## src/rtl/oscsd_pkg.sv

```systemverilog
// Purpose: Shared constants and types for the oscillator select and slowdown block
// Assumes: 16-bit register data, word-aligned byte offsets, 25 MHz system clock
// Notes: Offsets and interrupt bit positions are fixed here and used by all files except the divider
package oscsd_pkg;

  // Register bus geometry
  localparam int unsigned OSCSD_AW = 8;
  localparam int unsigned OSCSD_DW = 16;

  // Register byte offsets
  localparam logic [7:0] OSCSD_OFF_OSC_CONTROL = 8'h00;
  localparam logic [7:0] OSCSD_OFF_CLOCK_DIVIDE = 8'h04;
  localparam logic [7:0] OSCSD_OFF_FAST_RC_TRIM = 8'h08;
  localparam logic [7:0] OSCSD_OFF_IRQ_STATUS = 8'h0c;
  localparam logic [7:0] OSCSD_OFF_IRQ_ENABLE = 8'h10;
  localparam logic [7:0] OSCSD_OFF_IRQ_CLEAR = 8'h14;

  // Clock source encodings
  localparam logic [2:0] OSCSD_SRC_FAST_RC = 3'h0;
  localparam logic [2:0] OSCSD_SRC_FAST_RC_PLL = 3'h1;
  localparam logic [2:0] OSCSD_SRC_PRIMARY = 3'h2;
  localparam logic [2:0] OSCSD_SRC_PRIMARY_PLL = 3'h3;
  localparam logic [2:0] OSCSD_SRC_SECONDARY = 3'h4;
  localparam logic [2:0] OSCSD_SRC_LOW_POWER_RC = 3'h5;
  localparam logic [2:0] OSCSD_SRC_LP_FAST_RC_DIV = 3'h6;
  localparam logic [2:0] OSCSD_SRC_FAST_RC_DIV = 3'h7;

  // Reset values
  localparam logic [2:0] OSCSD_RST_SLOWDOWN_RATIO = 3'h3;
  localparam logic [2:0] OSCSD_RST_POSTSCALE = 3'h1;

  // Interrupt status bit positions
  localparam int unsigned OSCSD_IRQ_N = 3;
  localparam int unsigned OSCSD_IRQ_SWITCH_DONE = 0;
  localparam int unsigned OSCSD_IRQ_CLK_FAIL = 1;
  localparam int unsigned OSCSD_IRQ_PLL_LOCK = 2;

  // Switch settle time in ns and its cycle count at 25 MHz (longest time, rounds down)
  localparam int unsigned OSCSD_CLK_PERIOD_NS = 40;
  localparam int unsigned OSCSD_SWITCH_TIME_NS = 1000;
  localparam int unsigned OSCSD_SWITCH_CYCLES =
    (OSCSD_SWITCH_TIME_NS / OSCSD_CLK_PERIOD_NS) < 1 ? 1 :
    (OSCSD_SWITCH_TIME_NS / OSCSD_CLK_PERIOD_NS);

  // Switch sequencer states, one-hot
  typedef enum logic [2:0] {
    OSCSD_SW_IDLE = 3'b001,
    OSCSD_SW_WAIT = 3'b010,
    OSCSD_SW_DONE = 3'b100
  } oscsd_sw_state_t;

  // Oscillator control fields
  typedef struct packed {
    logic [2:0] active_source_sel;
    logic [2:0] requested_source_sel;
    logic switch_lockout;
    logic pll_lock;
    logic clk_fail_flag;
    logic secondary_drive_strength;
    logic secondary_osc_on;
    logic switch_request;
  } oscsd_osc_ctl_t;

  // Clock divide fields
  typedef struct packed {
    logic recover_on_irq;
    logic [2:0] slowdown_ratio;
    logic slowdown_enable;
    logic [2:0] fast_rc_postscale;
  } oscsd_clk_div_t;

endpackage

```

## src/rtl/oscsd_pow2_div.sv

```systemverilog
// Purpose: Power-of-two strobe divider, one strobe every 2**sel cycles
// Assumes: Select changes are rare; a change restarts the count
// Notes: Strobe is high every cycle when sel is zero or bypass is set
`timescale 1ns/1ns
module oscsd_pow2_div #(
  parameter int unsigned SEL_W = 3
) (
  // Clock and reset
  input wire logic sys_clk_i,
  input wire logic arst_n_i,
  // Control
  input wire logic bypass_i,
  input wire logic [SEL_W-1:0] sel_i,
  // Strobe out
  output logic strobe_o
);

  localparam int unsigned CNT_W = (1 << SEL_W);

  logic [CNT_W-1:0] cnt_q; // Running count
  logic [CNT_W-1:0] last_w; // Terminal count for current select
  logic [SEL_W-1:0] sel_q; // Select seen last cycle

  // Terminal count is 2**sel - 1
  assign last_w = CNT_W'((CNT_W+1)'(1) << sel_i) - CNT_W'(1);

  // Counter, restarts on select change
  always_ff @(posedge sys_clk_i or negedge arst_n_i) begin
    if (!arst_n_i) begin
      cnt_q <= '0;
      sel_q <= '0;
    end else begin
      sel_q <= sel_i;
      if (bypass_i || sel_q != sel_i || cnt_q >= last_w) begin
        cnt_q <= '0;
      end else begin
        cnt_q <= cnt_q + CNT_W'(1);
      end
    end
  end

  // Registered strobe
  always_ff @(posedge sys_clk_i or negedge arst_n_i) begin
    if (!arst_n_i) begin
      strobe_o <= 1'b0;
    end else begin
      strobe_o <= bypass_i || (cnt_q >= last_w);
    end
  end

endmodule

```

## src/rtl/oscsd_top.sv

```systemverilog
// Purpose: Oscillator source select, switch sequencing, slowdown and postscale control
// Assumes: All inputs synchronous to sys_clk_i; strobes one cycle long
// Notes: Clock gating itself is outside; this block issues enables and selects
//
// Added by the designer: strobed register access and the address map.
`timescale 1ns/1ns
// Operation
// - Hardware reports active source, read only
// - Software writes requested source, same encoding
// - Requested source loads from boot configuration
// - PLL lock clears on switch, non-PLL mode
// - Lockout resets zero, software sets only
// - Clock fail set by hardware, software clears
// - Drive strength ignored with digital input
// - Interrupt clears slowdown when recover set
// - Ratio applies only while slowdown enabled
// - Fast RC postscale divides by 2**n
// - Trim register adjusts fast RC frequency
// - Unimplemented bits read as zero
module oscsd_top import oscsd_pkg::*; #(
  parameter int unsigned TRIM_W = 6,
  parameter int unsigned SWITCH_CYCLES = OSCSD_SWITCH_CYCLES
) (
  // Clock and reset
  input wire logic sys_clk_i,
  input wire logic arst_n_i,
  // Register port
  input wire logic [OSCSD_AW-1:0] reg_addr_i,
  input wire logic [OSCSD_DW-1:0] reg_wdata_i,
  input wire logic reg_we_i,
  input wire logic reg_re_i,
  output logic [OSCSD_DW-1:0] reg_rdata_o,
  // Configuration and status inputs
  input wire logic [2:0] boot_source_cfg_i,
  input wire logic secondary_input_kind_i,
  input wire logic pll_locked_i,
  input wire logic clk_fail_i,
  input wire logic lockout_hw_set_i,
  input wire logic lockout_hw_clr_i,
  input wire logic cpu_irq_i,
  // Clock control outputs
  output logic [2:0] active_source_o,
  output logic switching_o,
  output logic secondary_osc_on_o,
  output logic secondary_drive_o,
  output logic cpu_clk_en_o,
  output logic fast_rc_div_en_o,
  output logic [TRIM_W-1:0] fast_rc_trim_o,
  // Interrupt
  output logic irq_o
);

  // Elaboration checks
  if (TRIM_W < 1 || TRIM_W > OSCSD_DW) begin : g_bad_trim
    $error("TRIM_W must lie between 1 and the data width");
  end
  if (SWITCH_CYCLES < 1 || SWITCH_CYCLES > 4096) begin : g_bad_sw
    $error("SWITCH_CYCLES must lie between 1 and 4096");
  end

  localparam int unsigned SWC_W = $clog2(SWITCH_CYCLES + 1);

  oscsd_osc_ctl_t osc_q; // Oscillator control register
  oscsd_clk_div_t div_q; // Clock divide register
  logic [TRIM_W-1:0] trim_q; // Fast RC trim
  logic [OSCSD_IRQ_N-1:0] irq_stat_q; // Sticky event bits
  logic [OSCSD_IRQ_N-1:0] irq_en_q; // Event enables
  logic boot_done_q; // Boot config captured
  oscsd_sw_state_t sw_state_q; // Switch sequencer
  logic [SWC_W-1:0] sw_cnt_q; // Settle counter
  logic pll_lock_d; // Next PLL lock value
  logic [OSCSD_IRQ_N-1:0] irq_evt_w; // Event pulses this cycle
  logic irq_pll_prev_q; // Lock seen last cycle

  // Decoded write strobes
  logic wr_osc_w;
  logic wr_div_w;
  logic wr_trim_w;
  logic wr_en_w;
  logic wr_clr_w;
  assign wr_osc_w = reg_we_i && (reg_addr_i == OSCSD_OFF_OSC_CONTROL);
  assign wr_div_w = reg_we_i && (reg_addr_i == OSCSD_OFF_CLOCK_DIVIDE);
  assign wr_trim_w = reg_we_i && (reg_addr_i == OSCSD_OFF_FAST_RC_TRIM);
  assign wr_en_w = reg_we_i && (reg_addr_i == OSCSD_OFF_IRQ_ENABLE);
  assign wr_clr_w = reg_we_i && (reg_addr_i == OSCSD_OFF_IRQ_CLEAR);

  // Source uses the PLL
  function automatic logic src_has_pll(input logic [2:0] src);
    src_has_pll = (src == OSCSD_SRC_FAST_RC_PLL) || (src == OSCSD_SRC_PRIMARY_PLL);
  endfunction

  // Boot configuration capture, one cycle after reset release
  always_ff @(posedge sys_clk_i or negedge arst_n_i) begin
    if (!arst_n_i) begin
      boot_done_q <= 1'b0;
    end else begin
      boot_done_q <= 1'b1;
    end
  end

  // Switch sequencer: request, settle, commit
  always_ff @(posedge sys_clk_i or negedge arst_n_i) begin
    if (!arst_n_i) begin
      sw_state_q <= OSCSD_SW_IDLE;
      sw_cnt_q <= '0;
    end else begin
      case (sw_state_q)
        OSCSD_SW_IDLE: begin
          // Start only when requested and not locked out
          if (boot_done_q && osc_q.switch_request && !osc_q.switch_lockout) begin
            sw_state_q <= OSCSD_SW_WAIT;
            sw_cnt_q <= SWC_W'(SWITCH_CYCLES - 1);
          end
        end
        OSCSD_SW_WAIT: begin
          // Count the settle cycles down while the new source settles
          if (sw_cnt_q == '0) begin
            sw_state_q <= OSCSD_SW_DONE;
          end else begin
            sw_cnt_q <= sw_cnt_q - SWC_W'(1);
          end
        end
        OSCSD_SW_DONE: begin
          sw_state_q <= OSCSD_SW_IDLE;
        end
        default: begin
          sw_state_q <= OSCSD_SW_IDLE;
        end
      endcase
    end
  end

  // PLL lock follows the input only in a settled PLL mode
  always_comb begin
    pll_lock_d = pll_locked_i && src_has_pll(osc_q.active_source_sel);
    if (sw_state_q != OSCSD_SW_IDLE) begin
      pll_lock_d = 1'b0;
    end
  end

  // Source fields and switch request
  always_ff @(posedge sys_clk_i or negedge arst_n_i) begin
    if (!arst_n_i) begin
      osc_q.active_source_sel <= OSCSD_SRC_FAST_RC;
      osc_q.requested_source_sel <= OSCSD_SRC_FAST_RC;
      osc_q.switch_request <= 1'b0;
    end else if (!boot_done_q) begin
      // Both fields start from the boot configuration
      osc_q.active_source_sel <= boot_source_cfg_i;
      osc_q.requested_source_sel <= boot_source_cfg_i;
    end else begin
      if (wr_osc_w) begin
        osc_q.requested_source_sel <= reg_wdata_i[10:8];
        osc_q.switch_request <= reg_wdata_i[0];
      end
      // Commit ends the switch and drops the request
      if (sw_state_q == OSCSD_SW_DONE) begin
        osc_q.active_source_sel <= osc_q.requested_source_sel;
        osc_q.switch_request <= 1'b0;
      end
    end
  end

  // PLL lock status, hardware only
  always_ff @(posedge sys_clk_i or negedge arst_n_i) begin
    if (!arst_n_i) begin
      osc_q.pll_lock <= 1'b0;
    end else begin
      osc_q.pll_lock <= pll_lock_d;
    end
  end

  // Lockout: software may only set, hardware sets and clears
  always_ff @(posedge sys_clk_i or negedge arst_n_i) begin
    if (!arst_n_i) begin
      osc_q.switch_lockout <= 1'b0;
    end else if (lockout_hw_set_i || (wr_osc_w && reg_wdata_i[7])) begin
      osc_q.switch_lockout <= 1'b1;
    end else if (lockout_hw_clr_i) begin
      osc_q.switch_lockout <= 1'b0;
    end
  end

  // Clock fail: hardware sets, software write of zero clears, set wins
  always_ff @(posedge sys_clk_i or negedge arst_n_i) begin
    if (!arst_n_i) begin
      osc_q.clk_fail_flag <= 1'b0;
    end else if (clk_fail_i) begin
      osc_q.clk_fail_flag <= 1'b1;
    end else if (wr_osc_w && !reg_wdata_i[3]) begin
      osc_q.clk_fail_flag <= 1'b0;
    end
  end

  // Secondary oscillator control bits
  always_ff @(posedge sys_clk_i or negedge arst_n_i) begin
    if (!arst_n_i) begin
      osc_q.secondary_drive_strength <= 1'b0;
      osc_q.secondary_osc_on <= 1'b0;
    end else if (wr_osc_w) begin
      osc_q.secondary_drive_strength <= reg_wdata_i[2];
      osc_q.secondary_osc_on <= reg_wdata_i[1];
    end
  end

  // Clock divide register with recover-on-interrupt
  always_ff @(posedge sys_clk_i or negedge arst_n_i) begin
    if (!arst_n_i) begin
      div_q.recover_on_irq <= 1'b0;
      div_q.slowdown_ratio <= OSCSD_RST_SLOWDOWN_RATIO;
      div_q.slowdown_enable <= 1'b0;
      div_q.fast_rc_postscale <= OSCSD_RST_POSTSCALE;
    end else begin
      if (wr_div_w) begin
        div_q.recover_on_irq <= reg_wdata_i[15];
        div_q.slowdown_ratio <= reg_wdata_i[14:12];
        div_q.slowdown_enable <= reg_wdata_i[11];
        div_q.fast_rc_postscale <= reg_wdata_i[10:8];
      end
      // Hardware clear beats a same-cycle software write
      if (div_q.recover_on_irq && cpu_irq_i) begin
        div_q.slowdown_enable <= 1'b0;
      end
    end
  end

  // Fast RC trim register
  always_ff @(posedge sys_clk_i or negedge arst_n_i) begin
    if (!arst_n_i) begin
      trim_q <= '0;
    end else if (wr_trim_w) begin
      trim_q <= reg_wdata_i[TRIM_W-1:0];
    end
  end

  // Event pulses
  always_ff @(posedge sys_clk_i or negedge arst_n_i) begin
    if (!arst_n_i) begin
      irq_pll_prev_q <= 1'b0;
    end else begin
      irq_pll_prev_q <= osc_q.pll_lock;
    end
  end
  always_comb begin
    irq_evt_w = '0;
    irq_evt_w[OSCSD_IRQ_SWITCH_DONE] = (sw_state_q == OSCSD_SW_DONE);
    irq_evt_w[OSCSD_IRQ_CLK_FAIL] = clk_fail_i;
    irq_evt_w[OSCSD_IRQ_PLL_LOCK] = osc_q.pll_lock && !irq_pll_prev_q;
  end

  // Sticky status, write-one-to-clear, set wins
  always_ff @(posedge sys_clk_i or negedge arst_n_i) begin
    if (!arst_n_i) begin
      irq_stat_q <= '0;
    end else begin
      irq_stat_q <= (irq_stat_q & ~(wr_clr_w ? reg_wdata_i[OSCSD_IRQ_N-1:0] : '0))
                    | irq_evt_w;
    end
  end

  // Interrupt enables
  always_ff @(posedge sys_clk_i or negedge arst_n_i) begin
    if (!arst_n_i) begin
      irq_en_q <= '0;
    end else if (wr_en_w) begin
      irq_en_q <= reg_wdata_i[OSCSD_IRQ_N-1:0];
    end
  end

  // Interrupt line
  always_ff @(posedge sys_clk_i or negedge arst_n_i) begin
    if (!arst_n_i) begin
      irq_o <= 1'b0;
    end else begin
      irq_o <= |(irq_stat_q & irq_en_q);
    end
  end

  // Read data, one cycle after the strobe, zero otherwise
  always_ff @(posedge sys_clk_i or negedge arst_n_i) begin
    if (!arst_n_i) begin
      reg_rdata_o <= '0;
    end else if (reg_re_i) begin
      case (reg_addr_i)
        OSCSD_OFF_OSC_CONTROL: begin
          // Bits 15, 11, 6 and 4 read zero
          reg_rdata_o <= {1'b0, osc_q.active_source_sel, 1'b0,
                          osc_q.requested_source_sel, osc_q.switch_lockout, 1'b0,
                          osc_q.pll_lock, 1'b0, osc_q.clk_fail_flag,
                          osc_q.secondary_drive_strength, osc_q.secondary_osc_on,
                          osc_q.switch_request};
        end
        OSCSD_OFF_CLOCK_DIVIDE: begin
          reg_rdata_o <= {div_q, 8'h00};
        end
        OSCSD_OFF_FAST_RC_TRIM: begin
          reg_rdata_o <= OSCSD_DW'(trim_q);
        end
        OSCSD_OFF_IRQ_STATUS: begin
          reg_rdata_o <= OSCSD_DW'(irq_stat_q);
        end
        OSCSD_OFF_IRQ_ENABLE: begin
          reg_rdata_o <= OSCSD_DW'(irq_en_q);
        end
        default: begin
          reg_rdata_o <= '0;
        end
      endcase
    end else begin
      reg_rdata_o <= '0;
    end
  end

  // Clock control outputs from flops
  always_ff @(posedge sys_clk_i or negedge arst_n_i) begin
    if (!arst_n_i) begin
      active_source_o <= OSCSD_SRC_FAST_RC;
      switching_o <= 1'b0;
      secondary_osc_on_o <= 1'b0;
      secondary_drive_o <= 1'b0;
      fast_rc_trim_o <= '0;
    end else begin
      active_source_o <= osc_q.active_source_sel;
      switching_o <= (sw_state_q != OSCSD_SW_IDLE);
      secondary_osc_on_o <= osc_q.secondary_osc_on;
      // High drive only for a crystal
      secondary_drive_o <= osc_q.secondary_drive_strength && secondary_input_kind_i;
      fast_rc_trim_o <= trim_q;
    end
  end

  // Postscale applies only in the two divided RC modes
  logic postscale_on_w;
  assign postscale_on_w = (osc_q.active_source_sel == OSCSD_SRC_FAST_RC_DIV) ||
                          (osc_q.active_source_sel == OSCSD_SRC_LP_FAST_RC_DIV);

  // Processor clock enable, 1:2**ratio while slowdown is on
  oscsd_pow2_div #(
    .SEL_W(3)
  ) u_slowdown_div (
    .sys_clk_i(sys_clk_i),
    .arst_n_i(arst_n_i),
    .bypass_i(!div_q.slowdown_enable),
    .sel_i(div_q.slowdown_ratio),
    .strobe_o(cpu_clk_en_o)
  );

  // Fast RC postscale enable, divide by 2**n
  oscsd_pow2_div #(
    .SEL_W(3)
  ) u_postscale_div (
    .sys_clk_i(sys_clk_i),
    .arst_n_i(arst_n_i),
    .bypass_i(!postscale_on_w),
    .sel_i(div_q.fast_rc_postscale),
    .strobe_o(fast_rc_div_en_o)
  );

endmodule

```

## config.mk

```make
export PLATFORM = sky130hd
export DESIGN_NAME = oscsd_top
export DESIGN_NICKNAME = d
export VERILOG_FILES = /design/src/rtl/oscsd_pkg.sv /design/src/rtl/oscsd_pow2_div.sv /design/src/rtl/oscsd_top.sv
export SDC_FILE = /design/constraint.sdc
export NUM_CORES = 1
export LEC_CHECK = 0
export BUFFER_PORTS_ARGS = -buffer_cell sky130_fd_sc_hd__buf_2
export CAP_MARGIN = 5
export CORE_MARGIN = 3
export CORE_UTILIZATION = 60
export DETAILED_ROUTE_END_ITERATION = 8
export GPL_ROUTABILITY_DRIVEN = 0
export GPL_TIMING_DRIVEN = 0
export PLACE_DENSITY = 0.89
export SYNTH_ARGS = -nofsm -noshare
export SYNTH_HDL_FRONTEND = slang
export SYNTH_HIERARCHICAL = 1
export SYNTH_SLANG_ARGS = --single-unit
```

## constraint.sdc

```tcl
create_clock -name sys_clk_i -period 4.4 [get_ports sys_clk_i]
set_clock_uncertainty 0.2 [all_clocks]
set_input_delay 1.1 -clock sys_clk_i [delete_from_list [all_inputs] [get_ports sys_clk_i]]
set_output_delay 1.1 -clock sys_clk_i [all_outputs]
set_load 0.02 [all_outputs]
```

==> results.cfg, run 1 <==
[worst_setup_path]
cp_slowest_cell = dfstp_2
crit_chain = clkbuf_1 -> or3_1 -> ha_1 -> clkbuf_1 -> xor2_1 -> nor2_1 -> a21oi_1 -> ha_1 -> nand4_1 -> o41ai_4 -> nor3_1
critPathArrivalTime_ps = 3260
crit_path_start_kind = flop
endpoint_kind = flop
required_ps = 4430
crit_type = flop to flop
critPathMaxStageDelay_ps = 570
critPathMaxFanout = 9

[cts]
cts.htree.levels = 3
cts_buffers = 9
clk_pin_slew_worst_paths_ps = 100
clock_latency_ps = 370
ctsHoldBuffers = 0
cts_sinks = 94
cts_tree = yes
cts_setup_buffers = 0
cts_root_buf = clkbuf_8
ctsResizeCount = 0
cts_buffer_depth = 2

[floorplan]
initial_utilization_pct = 62.2
die_w_um = 93.2
fp-row-count = 31
num_io_pins = 68
die_height_um = 93.2
design.die.area_um2 = 8690
core_area_um2 = 7330

[detailed_routing]
wl_per_cell_um = 16.5
drt_iter0_markers = 177
via_per_inst = 5.87
first_pass_iters = 4
vias = 3367
wirelength_um = 9480
drc = 0
ant_nets = 0

[grt]
grt_pass1_wl_um = 15800
gr-usage-all-layers_pct = 23.5
antenna_found_initial = 0
grt_remaining_overflow = 0
grt_max_degree = 68
grt_pass1_vias = 3285

[finish]
n_antenna_cell = 0
drive_above_1_share_pct = 28.2
area_growth_pct = 14.3
nets = 528

[pwr]
p_leak_nw = 2.45
peakVddDrop_mv = 0.245
powerDensity_nw_per_um2 = 335

[job]
max_cap_violations = 0

[sta]
fin_crit_sh_pct = 73.3
fin_setup_tns_ps = 0
timing.hold.ws_ps = 209
final_max_slew_viol_count = 0
tightest_slew_ps = 857
slew_headroom_pct = 42.4
fin_crit_ps = 3230
setup_viol = 0
hold_viol = 0
fmax_mhz = 310
rsz0062_at_grt = false

[hold_path]
hp-class = flop to flop

[synth]
synth.cell_area_um2 = 4560
synthMuxAreaShare_pct = 7.24
synth_cell_types = 59
ys_warn_count = 6
ys_async_sr_fraction_pct = 100
yosysSeqAreaShare_pct = 51.7
syn_nets = 454
ys.flop_type = dfrtp_1
yosys.area_share.xor_xnor_pct = 4.42
synth_top_family_by_area = simple AND/OR/NAND/NOR gates
synth_seq_cells = 94
synth_edf_count = 0
synth-compound-area-share_pct = 10.4
synth_fa_ha_area_share_pct = 5.76
syn_inst = 396
avgSynthCellArea_um2 = 11.5
synth-simple-area-share_pct = 16.6

[placement]
port_buffers = 62
dp_hpwl_um = 7040

[outcome]
status = complete, no violations
synth_stat cells (all sizes together) (3+ instances only):
cell,n,area share (%)
mux2,24,5.9
and3,5,0.69
o41ai,4,1.8
clkbuf,11,0.91
nand3,26,3.0
nor2,18,1.5
conb,4,0.33
ha,21,5.8
nor3,28,3.3
a31oi,5,0.96
buf,9,1.2
o31ai,4,0.66
nor2b,3,0.41
nand4,14,2.1
a21o,6,0.99
nand2b,3,0.74
mux2i,6,1.3
dfrtp,90,49
xnor2,12,2.3
and2,4,0.55
inv,18,1.5
xor2,11,2.1
nand2,17,1.4
nor3b,3,0.60
a21oi,17,1.9
dfstp,4,2.3
cells in the final DEF (no fill, tap or decap), types with 2 or more instances in the layout:
| master | n |
|---|---|
| clkbuf_8 | 9 |
| or3b_2 | 2 |
| a31oi_2 | 2 |
| dfrtp_1 | 90 |
| nand2b_4 | 2 |
| a31oi_1 | 3 |
| ha_1 | 21 |
| nand3_1 | 25 |
| o21ai_0 | 2 |
| xor2_1 | 11 |
| nand4_1 | 13 |
| buf_2 | 68 |
| and2_1 | 4 |
| a2111oi_4 | 2 |
| or4_1 | 2 |
| inv_1 | 18 |
| clkinv_4 | 2 |
| buf_4 | 2 |
| conb_1 | 4 |
| dfstp_2 | 4 |
| clkbuf_1 | 11 |
| nor2b_1 | 3 |
| or3_1 | 2 |
| nor3b_1 | 2 |
| a21o_1 | 6 |
| xnor2_1 | 12 |
| mux2_2 | 23 |
| o41ai_4 | 2 |
| inv_6 | 4 |
| mux2i_1 | 6 |
| nor3_1 | 27 |
| a211o_1 | 2 |
| o211a_1 | 2 |
| nand2_1 | 17 |
| nor2_1 | 18 |
| o31ai_1 | 4 |
| a21oi_1 | 17 |
| and3_1 | 5 |
sequential cells by signal (all words and copies together), names as in the netlist, 3 cells and up:
signal	cells
sw_cnt_q	5
active_source_o	3
u_slowdown_div/sel_q	3
reg_rdata_o	15
fast_rc_trim_o	6
u_postscale_div/cnt_q	8
irq_stat_q	3
irq_en_q	3
u_slowdown_div/cnt_q	8
div_q	8
sw_state_q	3
u_postscale_div/sel_q	3
osc_q	12
trim_q	6
worst paths after layout:
check                      startpoint                  endpoint  slack [ps]  depth (start not counted)
setup reg to reg             div_q[0]  u_postscale_div/cnt_q[5]        1170                         11
hold / removal              trim_q[3]         fast_rc_trim_o[3]         210                          0
min in group asynchronous    arst_n_i  u_postscale_div/strobe_o         440                          1
setup / recovery             div_q[0]  u_postscale_div/cnt_q[5]        1170                         11
hold reg to reg             trim_q[3]         fast_rc_trim_o[3]         210                          0
max in group asynchronous    arst_n_i                  div_q[0]        2870                          2
report_power, final:
part	internal (mW)	total (mW)	switching, mW
clock	0.219	0.545	0.326
combinational	0.113	0.265	0.153
sequential	0.906	0.938	0.0326
area by class of cell:
cell class                 count  area (µm²)
sequential                    94        2360
fill                         511        2120
multi-input combinational    264        2040
timing repair buffer          63         340
clock buffer                   9         124
tap                           99         124
buffer                        20        95.1
inverter                      18        67.6
clock inverter                 7        63.8
stage by stage:
step	cell area [µm²]	total power, mW	std cells	setup slack [ps]	util (%)
detailed placement	5030	1.22	558	1210	68.6
global placement	5000	1.20	557	1250	68.2
CTS	5210	1.76	574	1190	71.1
finish	5210	1.75	574	1170	71.1
global route	5210	1.83	574	913	71.1
floorplan	4560	1.13	396	1530	-
metal layers:
| layer | track usage, % | vias up | wire length, µm |
|---|---|---|---|
| li1 | - | 1566 | - |
| met1 | 31.3 | 1683 | 3980 |
| met2 | 37.8 | 100 | 4780 |
| met3 | 4.10 | 18 | 460 |
| met4 | 10.7 | 0 | 258 |
| met5 | 0 | - | 0 |
critical path: cells and delay by family (launching register included):
kind	cells	cell delay, ps
AOI/OAI and AO/OA	2	610
xor gates and xnor gates	1	120
adders and majority gates	2	480
buffers and inverters	2	530
DFF	1	570
and+or+nand+nor	4	580
cells by family after synthesis:
| family | Yosys count |
|---|---|
| AO/OA/AOI/OAI | 54 |
| AND/OR/NAND/NOR | 132 |
| other | 4 |
| buffers and inverters | 38 |
| adder cells (fa/ha/maj) | 21 |
| flip-flops | 94 |
| multiplexers | 30 |
| XOR/XNOR | 23 |
(Power assumes the default switching activity.)
==> run 2, diff against run 1 <==
--- a/config.mk
+++ b/config.mk
@@ -5,14 +5,15 @@
 export SDC_FILE = /design/constraint.sdc
 export NUM_CORES = 1
 export LEC_CHECK = 0
+export ABC_AREA = 1
 export BUFFER_PORTS_ARGS = -buffer_cell sky130_fd_sc_hd__buf_2
 export CAP_MARGIN = 5
 export CORE_MARGIN = 3
-export CORE_UTILIZATION = 60
+export CORE_UTILIZATION = 57
 export DETAILED_ROUTE_END_ITERATION = 8
 export GPL_ROUTABILITY_DRIVEN = 0
 export GPL_TIMING_DRIVEN = 0
-export PLACE_DENSITY = 0.89
+export PLACE_DENSITY = 0.85
 export SYNTH_ARGS = -nofsm -noshare
 export SYNTH_HDL_FRONTEND = slang
 export SYNTH_HIERARCHICAL = 1
==> constraint.sdc (replaced) <==
create_clock -name sys_clk_i -period 3.2 [get_ports sys_clk_i]
set_clock_uncertainty 0.2 [all_clocks]
set_input_delay 0.8 -clock sys_clk_i [delete_from_list [all_inputs] [get_ports sys_clk_i]]
set_output_delay 0.8 -clock sys_clk_i [all_outputs]
set_load 0.02 [all_outputs]
==> run 2 against run 1 <==
Compared with the run above:
- cell area increased by 5.4%
- sequential cell count unchanged
- largest power group unchanged
- clock-buffer cell count increased by 2
- synthesized area increased by 5.3%
- register-to-register slack got worse by 680 ps
- first-iteration DRC count increased by 37%
- largest cell class unchanged
- synthesized cell count increased by 38%
- via count increased by 12%
- combinational power increased by 31%
- power increased by 42%
- highest routed layer unchanged
- utilization decreased by 2.2 points
- fmax increased by 19%
==> results.cfg, run 2 <==
[cts]
cts.htree.levels = 3
cts_tree = yes
clk_pin_slew_worst_paths_ps = 90
ctsResizeCount = 0
cts_sinks = 94
clock_latency_ps = 350
cts_root_buf = clkbuf_8
ctsHoldBuffers = 0
cts_buffers = 9
cts_buffer_depth = 2
cts_setup_buffers = 0

[detailed_routing]
wirelength_um = 9540
ant_nets = 0
drc = 0
wl_per_cell_um = 13.1
met1_length_um = 3840
via_per_inst = 5.18
met3_wirelength_um = 471
top_layer = met4
first_pass_iters = 6
wl_met2_um = 5050
drt_iter0_markers = 242
vias = 3771

[synth]
ys_async_sr_fraction_pct = 100
ys_warn_count = 6
synth_fa_ha_area_share_pct = 5.47
synthMuxAreaShare_pct = 0
avgSynthCellArea_um2 = 8.81
yosysMostFrequentCell = nand2_1
synth-simple-area-share_pct = 31.3
synth_edf_count = 0
synth_cell_types = 37
synth_top_area_share_pct = 46.9
synth-compound-area-share_pct = 4.77
yosys.area_share.xor_xnor_pct = 2.74
synth_area_leaders = dfrtp_1 (47%), nand2_1 (10%), nand3_1 (5.9%), ha_1 (5.5%), nor2_1 (4.6%)
synthTopCellsByCount = nand2_1 (133), dfrtp_1 (90), nor2_1 (59), nand3_1 (57), inv_1 (53)
ys.flop_type = dfrtp_1
synth_seq_cells = 94
synth_top_family_by_area = simple AND/OR/NAND/NOR gates
syn_nets = 603
synth_largest_area_cell = dfrtp_1
synth.cell_area_um2 = 4800
yosysSeqAreaShare_pct = 49.1
syn_inst = 545

[floorplan]
die_height_um = 97.8
design.die.area_um2 = 9560
fp-row-count = 32
core_area_um2 = 7970
initial_utilization_pct = 60.3
num_io_pins = 68
die_w_um = 97.8

[worst_setup_path]
ff2ff_setup_slack_ps = 500
crit_type = flop to flop
critPathMaxStageDelay_ps = 620
startpoint = div_q[0]
rr_startpoint = div_q[0]
crit_chain = inv_2 -> nand3_1 -> ha_1 -> o21ai_0 -> nor2_1 -> nand2_1 -> xor2_1 -> ha_1 -> nand2_1 -> nor2_1 -> nor2_1 -> nand3_4 -> nor2_1
worst-r2r-cell-count = 13
cp_slowest_cell = dfstp_2
critPathMostFrequentCell = nor2_1
critPathMaxFanout = 8
endpoint_kind = flop
required_ps = 3280
critPathArrivalTime_ps = 2780
crit_path_start_kind = flop

[sta]
timing.hold.ws_ps = 110
fin_setup_tns_ps = 0
fin_crit_ps = 2700
setup_viol = 0
hold_viol = 0
fin_crit_sh_pct = 84.4
final_max_slew_viol_count = 0
fmax_mhz = 370
rsz0062_at_grt = false

[grt]
gr-usage-all-layers_pct = 21.4
antenna_found_initial = 0
grt_remaining_overflow = 0
grt_max_degree = 77
grt_pass1_vias = 3803
grt_pass1_wl_um = 16800

[outcome]
status = complete, no violations

[finish]
largest_register_ffs = 15
mostFrequentLayoutCell = nand2_1
nets = 679
n_antenna_cell = 0
final_cell_mix = nand2_1 (133), dfrtp_1 (90), buf_2 (63), nor2_1 (59), nand3_1 (57)
area_growth_pct = 14.4
drive_above_1_share_pct = 24.0
largestRegisters = reg_rdata_o (15), osc_q (12)
postLayoutCellArea_um2 = 5490
final_cells = 728
top_register = reg_rdata_o

[placement]
dp.cells = 712
dp_hpwl_um = 7300
port_buffers = 64
place_area_um2 = 5280

[pwr]
powerDensity_nw_per_um2 = 453
p_leak_nw = 2.91
peakVddDrop_mv = 0.313

[hold_path]
hp-class = input port to async pin

[job]
max_cap_violations = 0
-- run 2: changes by cell type in the layout (fill, tap and decap cells not counted), sizes merged, moves of 9 or more --
cell and delta:
nand2 +133, nor2 +53, inv +45, nand3 +37, mux2 -24, nor3 -19
o21ai +19, xnor2 -9
-- run 2: cell type report --
type                       instances  area [µm²]
fill                             588        2470
sequential                        94        2360
multi-input combinational        378        2140
timing repair buffer              65         350
inverter                          68         260
clock buffer                      11         131
tap                              102         128
clock inverter                     5        81.3
buffer                             5        45.0
-- run 2: metrics by stage --
step           setup WS (ps)  total power [mW]  utilization (%)
3_5_place_dp             547              1.67             66.3
2_1_floorplan            848              1.54                -
5_1_grt                  202              2.62             69.0
3_3_place_gp             316              1.65             65.9
4_1_cts                  519              2.51             69.0
6_report                 498              2.49             69.0
-- run 2: worst paths after layout --
kind | end
setup / recovery | u_postscale_div/cnt_q[4]
hold / removal | active_source_o[1]
setup reg to reg | u_postscale_div/cnt_q[4]
hold reg to reg | secondary_osc_on_o
max in group asynchronous | sw_state_q[0]
min in group sys_clk_i | secondary_osc_on_o
-- run 2: critical path, delay by kind of cell, from the launching register on --
family | cells | cell delay (ps)
fa+ha+maj | 2 | 510
simple gates | 8 | 960
flops | 1 | 620
buf+inv | 1 | 80
compound gates | 1 | 100
xor+xnor | 1 | 150
-- run 2: routing by layer --
metal  up-vias  global-route usage [%]
met3        20                    5.14
li1       1867                       -
met5         -                       0
met1      1795                    25.5
met2        89                    38.3
met4         0                    6.82
-- run 2: where the power goes --
group,total (mW),switching [mW],leakage [nW],internal (mW)
clock network,0.837,0.395,0.104,0.442
logic,0.348,0.227,1.59,0.121
registers,1.30,0.0475,1.22,1.26
total,2.49,0.670,2.91,1.82
-- run 2: logic make-up after synthesis --
| group | Yosys count |
|---|---|
| other | 4 |
| AO/OA/AOI/OAI | 36 |
| XOR/XNOR | 15 |
| flip-flops | 94 |
| AND/OR/NAND/NOR | 302 |
| buffers and inverters | 73 |
| adder cells (fa/ha/maj) | 21 |
==> run 3, diff against run 2 <==
--- a/config.mk
+++ b/config.mk
@@ -5,7 +5,7 @@
 export SDC_FILE = /design/constraint.sdc
 export NUM_CORES = 1
 export LEC_CHECK = 0
-export ABC_AREA = 1
+export ABC_AREA = 0
 export BUFFER_PORTS_ARGS = -buffer_cell sky130_fd_sc_hd__buf_2
 export CAP_MARGIN = 5
 export CORE_MARGIN = 3
@@ -13,7 +13,7 @@
 export DETAILED_ROUTE_END_ITERATION = 8
 export GPL_ROUTABILITY_DRIVEN = 0
 export GPL_TIMING_DRIVEN = 0
-export PLACE_DENSITY = 0.85
+export PLACE_DENSITY = 0.86
 export SYNTH_ARGS = -nofsm -noshare
 export SYNTH_HDL_FRONTEND = slang
 export SYNTH_HIERARCHICAL = 1
==> constraint.sdc (replaced) <==
create_clock -name sys_clk_i -period 2.74 [get_ports sys_clk_i]
set_clock_uncertainty 0.2 [all_clocks]
set_input_delay 0.685 -clock sys_clk_i [delete_from_list [all_inputs] [get_ports sys_clk_i]]
set_output_delay 0.685 -clock sys_clk_i [all_outputs]
set_load 0.02 [all_outputs]
==> run 3 against run 2 <==
Compared with the run above:
- the flow now finishes with violations (negative setup slack)
- register-to-register slack worse by 570 ps
- clock power grew 12%
- non-clock buffer count increased by 28
- sequential cell count stayed put
- cell area up 0.87%
- worst hold slack worse by 14 ps
- die area fell by 4.7%
- power grew 19%
- utilization rose by 4.7 points
- fmax is 3.9% lower
- combinational power grew 49%
- largest cell class unchanged
==> results.cfg, run 3 (synthesis results as in run 1) <==
[placement]
port_buffers = 62
dp_hpwl_um = 6960
pre_cts_ws_ps = -320
place_area_um2 = 5030

[worst_setup_path]
crit_type = flop to flop
crit_chain = or3_4 -> ha_4 -> nor3_1 -> a21o_1 -> a21oi_1 -> ha_1 -> nand4_1 -> o41ai_4 -> buf_4 -> nor3_2
critPathMaxStageDelay_ps = 430
ff2ff_setup_slack_ps = -70
crit_path_start_kind = flop
critPathArrivalTime_ps = 2840
startpoint = div_q[2]
cp_slowest_cell = dfrtp_2
endpoint_kind = flop
critPathMaxFanout = 6
required_ps = 2760
worst-r2r-cell-count = 10
rr_startpoint = div_q[2]

[floorplan]
design.die.area_um2 = 9110
die_w_um = 95.5
fp-row-count = 31
core_area_um2 = 7520
initial_utilization_pct = 60.6
num_io_pins = 68
die_height_um = 95.5

[grt]
grt_max_degree = 53
gr-usage-all-layers_pct = 23.3
grt_pass1_wl_um = 16200
antenna_found_initial = 0
grt_remaining_overflow = 0
grt_pass1_vias = 3400

[detailed_routing]
wl_per_cell_um = 17.5
vias = 3528
first_pass_iters = 6
wirelength_um = 10300
drt_iter0_markers = 260
ant_nets = 0
via_per_inst = 5.99
drc = 0

[sta]
final_max_slew_viol_count = 0
slew_headroom_pct = 43.2
tightest_slew_ps = 846
hold_viol = 0
rsz0062_at_grt = true
setup_viol = 8
fin_crit_ps = 2810
fin_crit_sh_pct = 103
fmax_mhz = 356
postLayoutSetupSlackWorst_ps = -71.9

[finish]
area_growth_pct = 21.5
top_register = reg_rdata_o
fillerInstances = 479
postLayoutCellArea_um2 = 5540
drive_above_1_share_pct = 36.9
largest_register_ffs = 15
mostFrequentLayoutCell = dfrtp_1
n_antenna_cell = 0
final_cell_mix = dfrtp_1 (87), buf_2 (68), nand3_1 (25), mux2_2 (23), buf_4 (21)
nets = 543
largestRegisters = reg_rdata_o (15), osc_q (12)

[cts]
clk_pin_slew_worst_paths_ps = 100
cts_tree = yes
cts_sinks = 94
cts_buffers = 9
clock_latency_ps = 360
cts_root_buf = clkbuf_8
cts.htree.levels = 3
cts_buffer_depth = 2
ctsHoldBuffers = 0

[pwr]
powerDensity_nw_per_um2 = 535
p_leak_nw = 2.56
peakVddDrop_mv = 0.270

[outcome]
failed_checks = negative setup slack
status = finished, violations left

[hold_path]
hp-class = input port to async pin

[job]
max_cap_violations = 0
run 3: cell types whose count changed in the layout (fill, tap and decap cells not counted), moves of 12 or more:
cell	previous run	this run
nor2_1	59	18
nand2_1	133	17
o21ai_0	15	2
nand3_1	57	25
buf_4	2	21
inv_1	53	18
nor3_2	2	14
mux2_2	0	23
inv_2	14	0
run 3: power by group:
part	switching [mW]	leakage [nW]	internal (mW)	total, mW
combinational	0.292	1.25	0.227	0.519
clock	0.507	0.0929	0.431	0.938
sequential	0.0507	1.21	1.45	1.51
run 3: metal layers:
layer | vias up | part of all wire (%) | GRT usage [%]
li1 | 1599 | - | -
met1 | 1742 | 41 | 31.0
met2 | 161 | 50 | 37.5
met3 | 26 | 6.2 | 4.74
met4 | 0 | 2.4 | 9.12
met5 | - | 0 | 0
run 3: area by class of cell:
type / instances / area [µm²] / share of cell area, %
sequential: 94 / 2360 / 42.6
multi-input combinational: 264 / 2210 / 39.9
timing repair buffer: 84 / 505 / 9.12
clock buffer: 9 / 124 / 2.24
tap: 99 / 124 / 2.24
clock inverter: 7 / 78.8 / 1.42
buffer: 14 / 72.6 / 1.31
inverter: 18 / 67.6 / 1.22
run 3: final timing paths:
check | endpoint
setup / recovery | u_postscale_div/cnt_q[5]
hold / removal | secondary_drive_o
setup reg to reg | u_postscale_div/cnt_q[5]
hold reg to reg | fast_rc_trim_o[3]
max in group asynchronous | div_q[4]
min in group sys_clk_i | fast_rc_trim_o[3]
run 3: metrics by stage:
step | TNS (ps) | hold WS (ps) | utilization [%] | std cells | total power, mW
after floorplan | 0 | 165 | - | 396 | 1.82
after detailed placement | -4910 | 183 | 66.9 | 558 | 1.96
after CTS | 0 | 104 | 71.3 | 581 | 2.92
after global placement | -3820 | 183 | 66.5 | 557 | 1.93
after global routing | -1650 | 123 | 73.6 | 589 | 3.09
final | -466 | 95.2 | 73.6 | 589 | 2.96
run 3: critical path: cells and delay by family (launching register included):
kind,cells,cell delay [ps]
buffers and inverters,1,210
AO/OA/AOI/OAI,3,520
flip-flops,1,430
adder cells (fa/ha/maj),2,480
AND/OR/NAND/NOR,4,830
run 3: repair_timing:
action,4_1_cts,5_1_grt
cloned,0,1
setup endpoints to repair,18,17
resized for setup,13,23
pin swaps,2,19
setup buffers,13,7
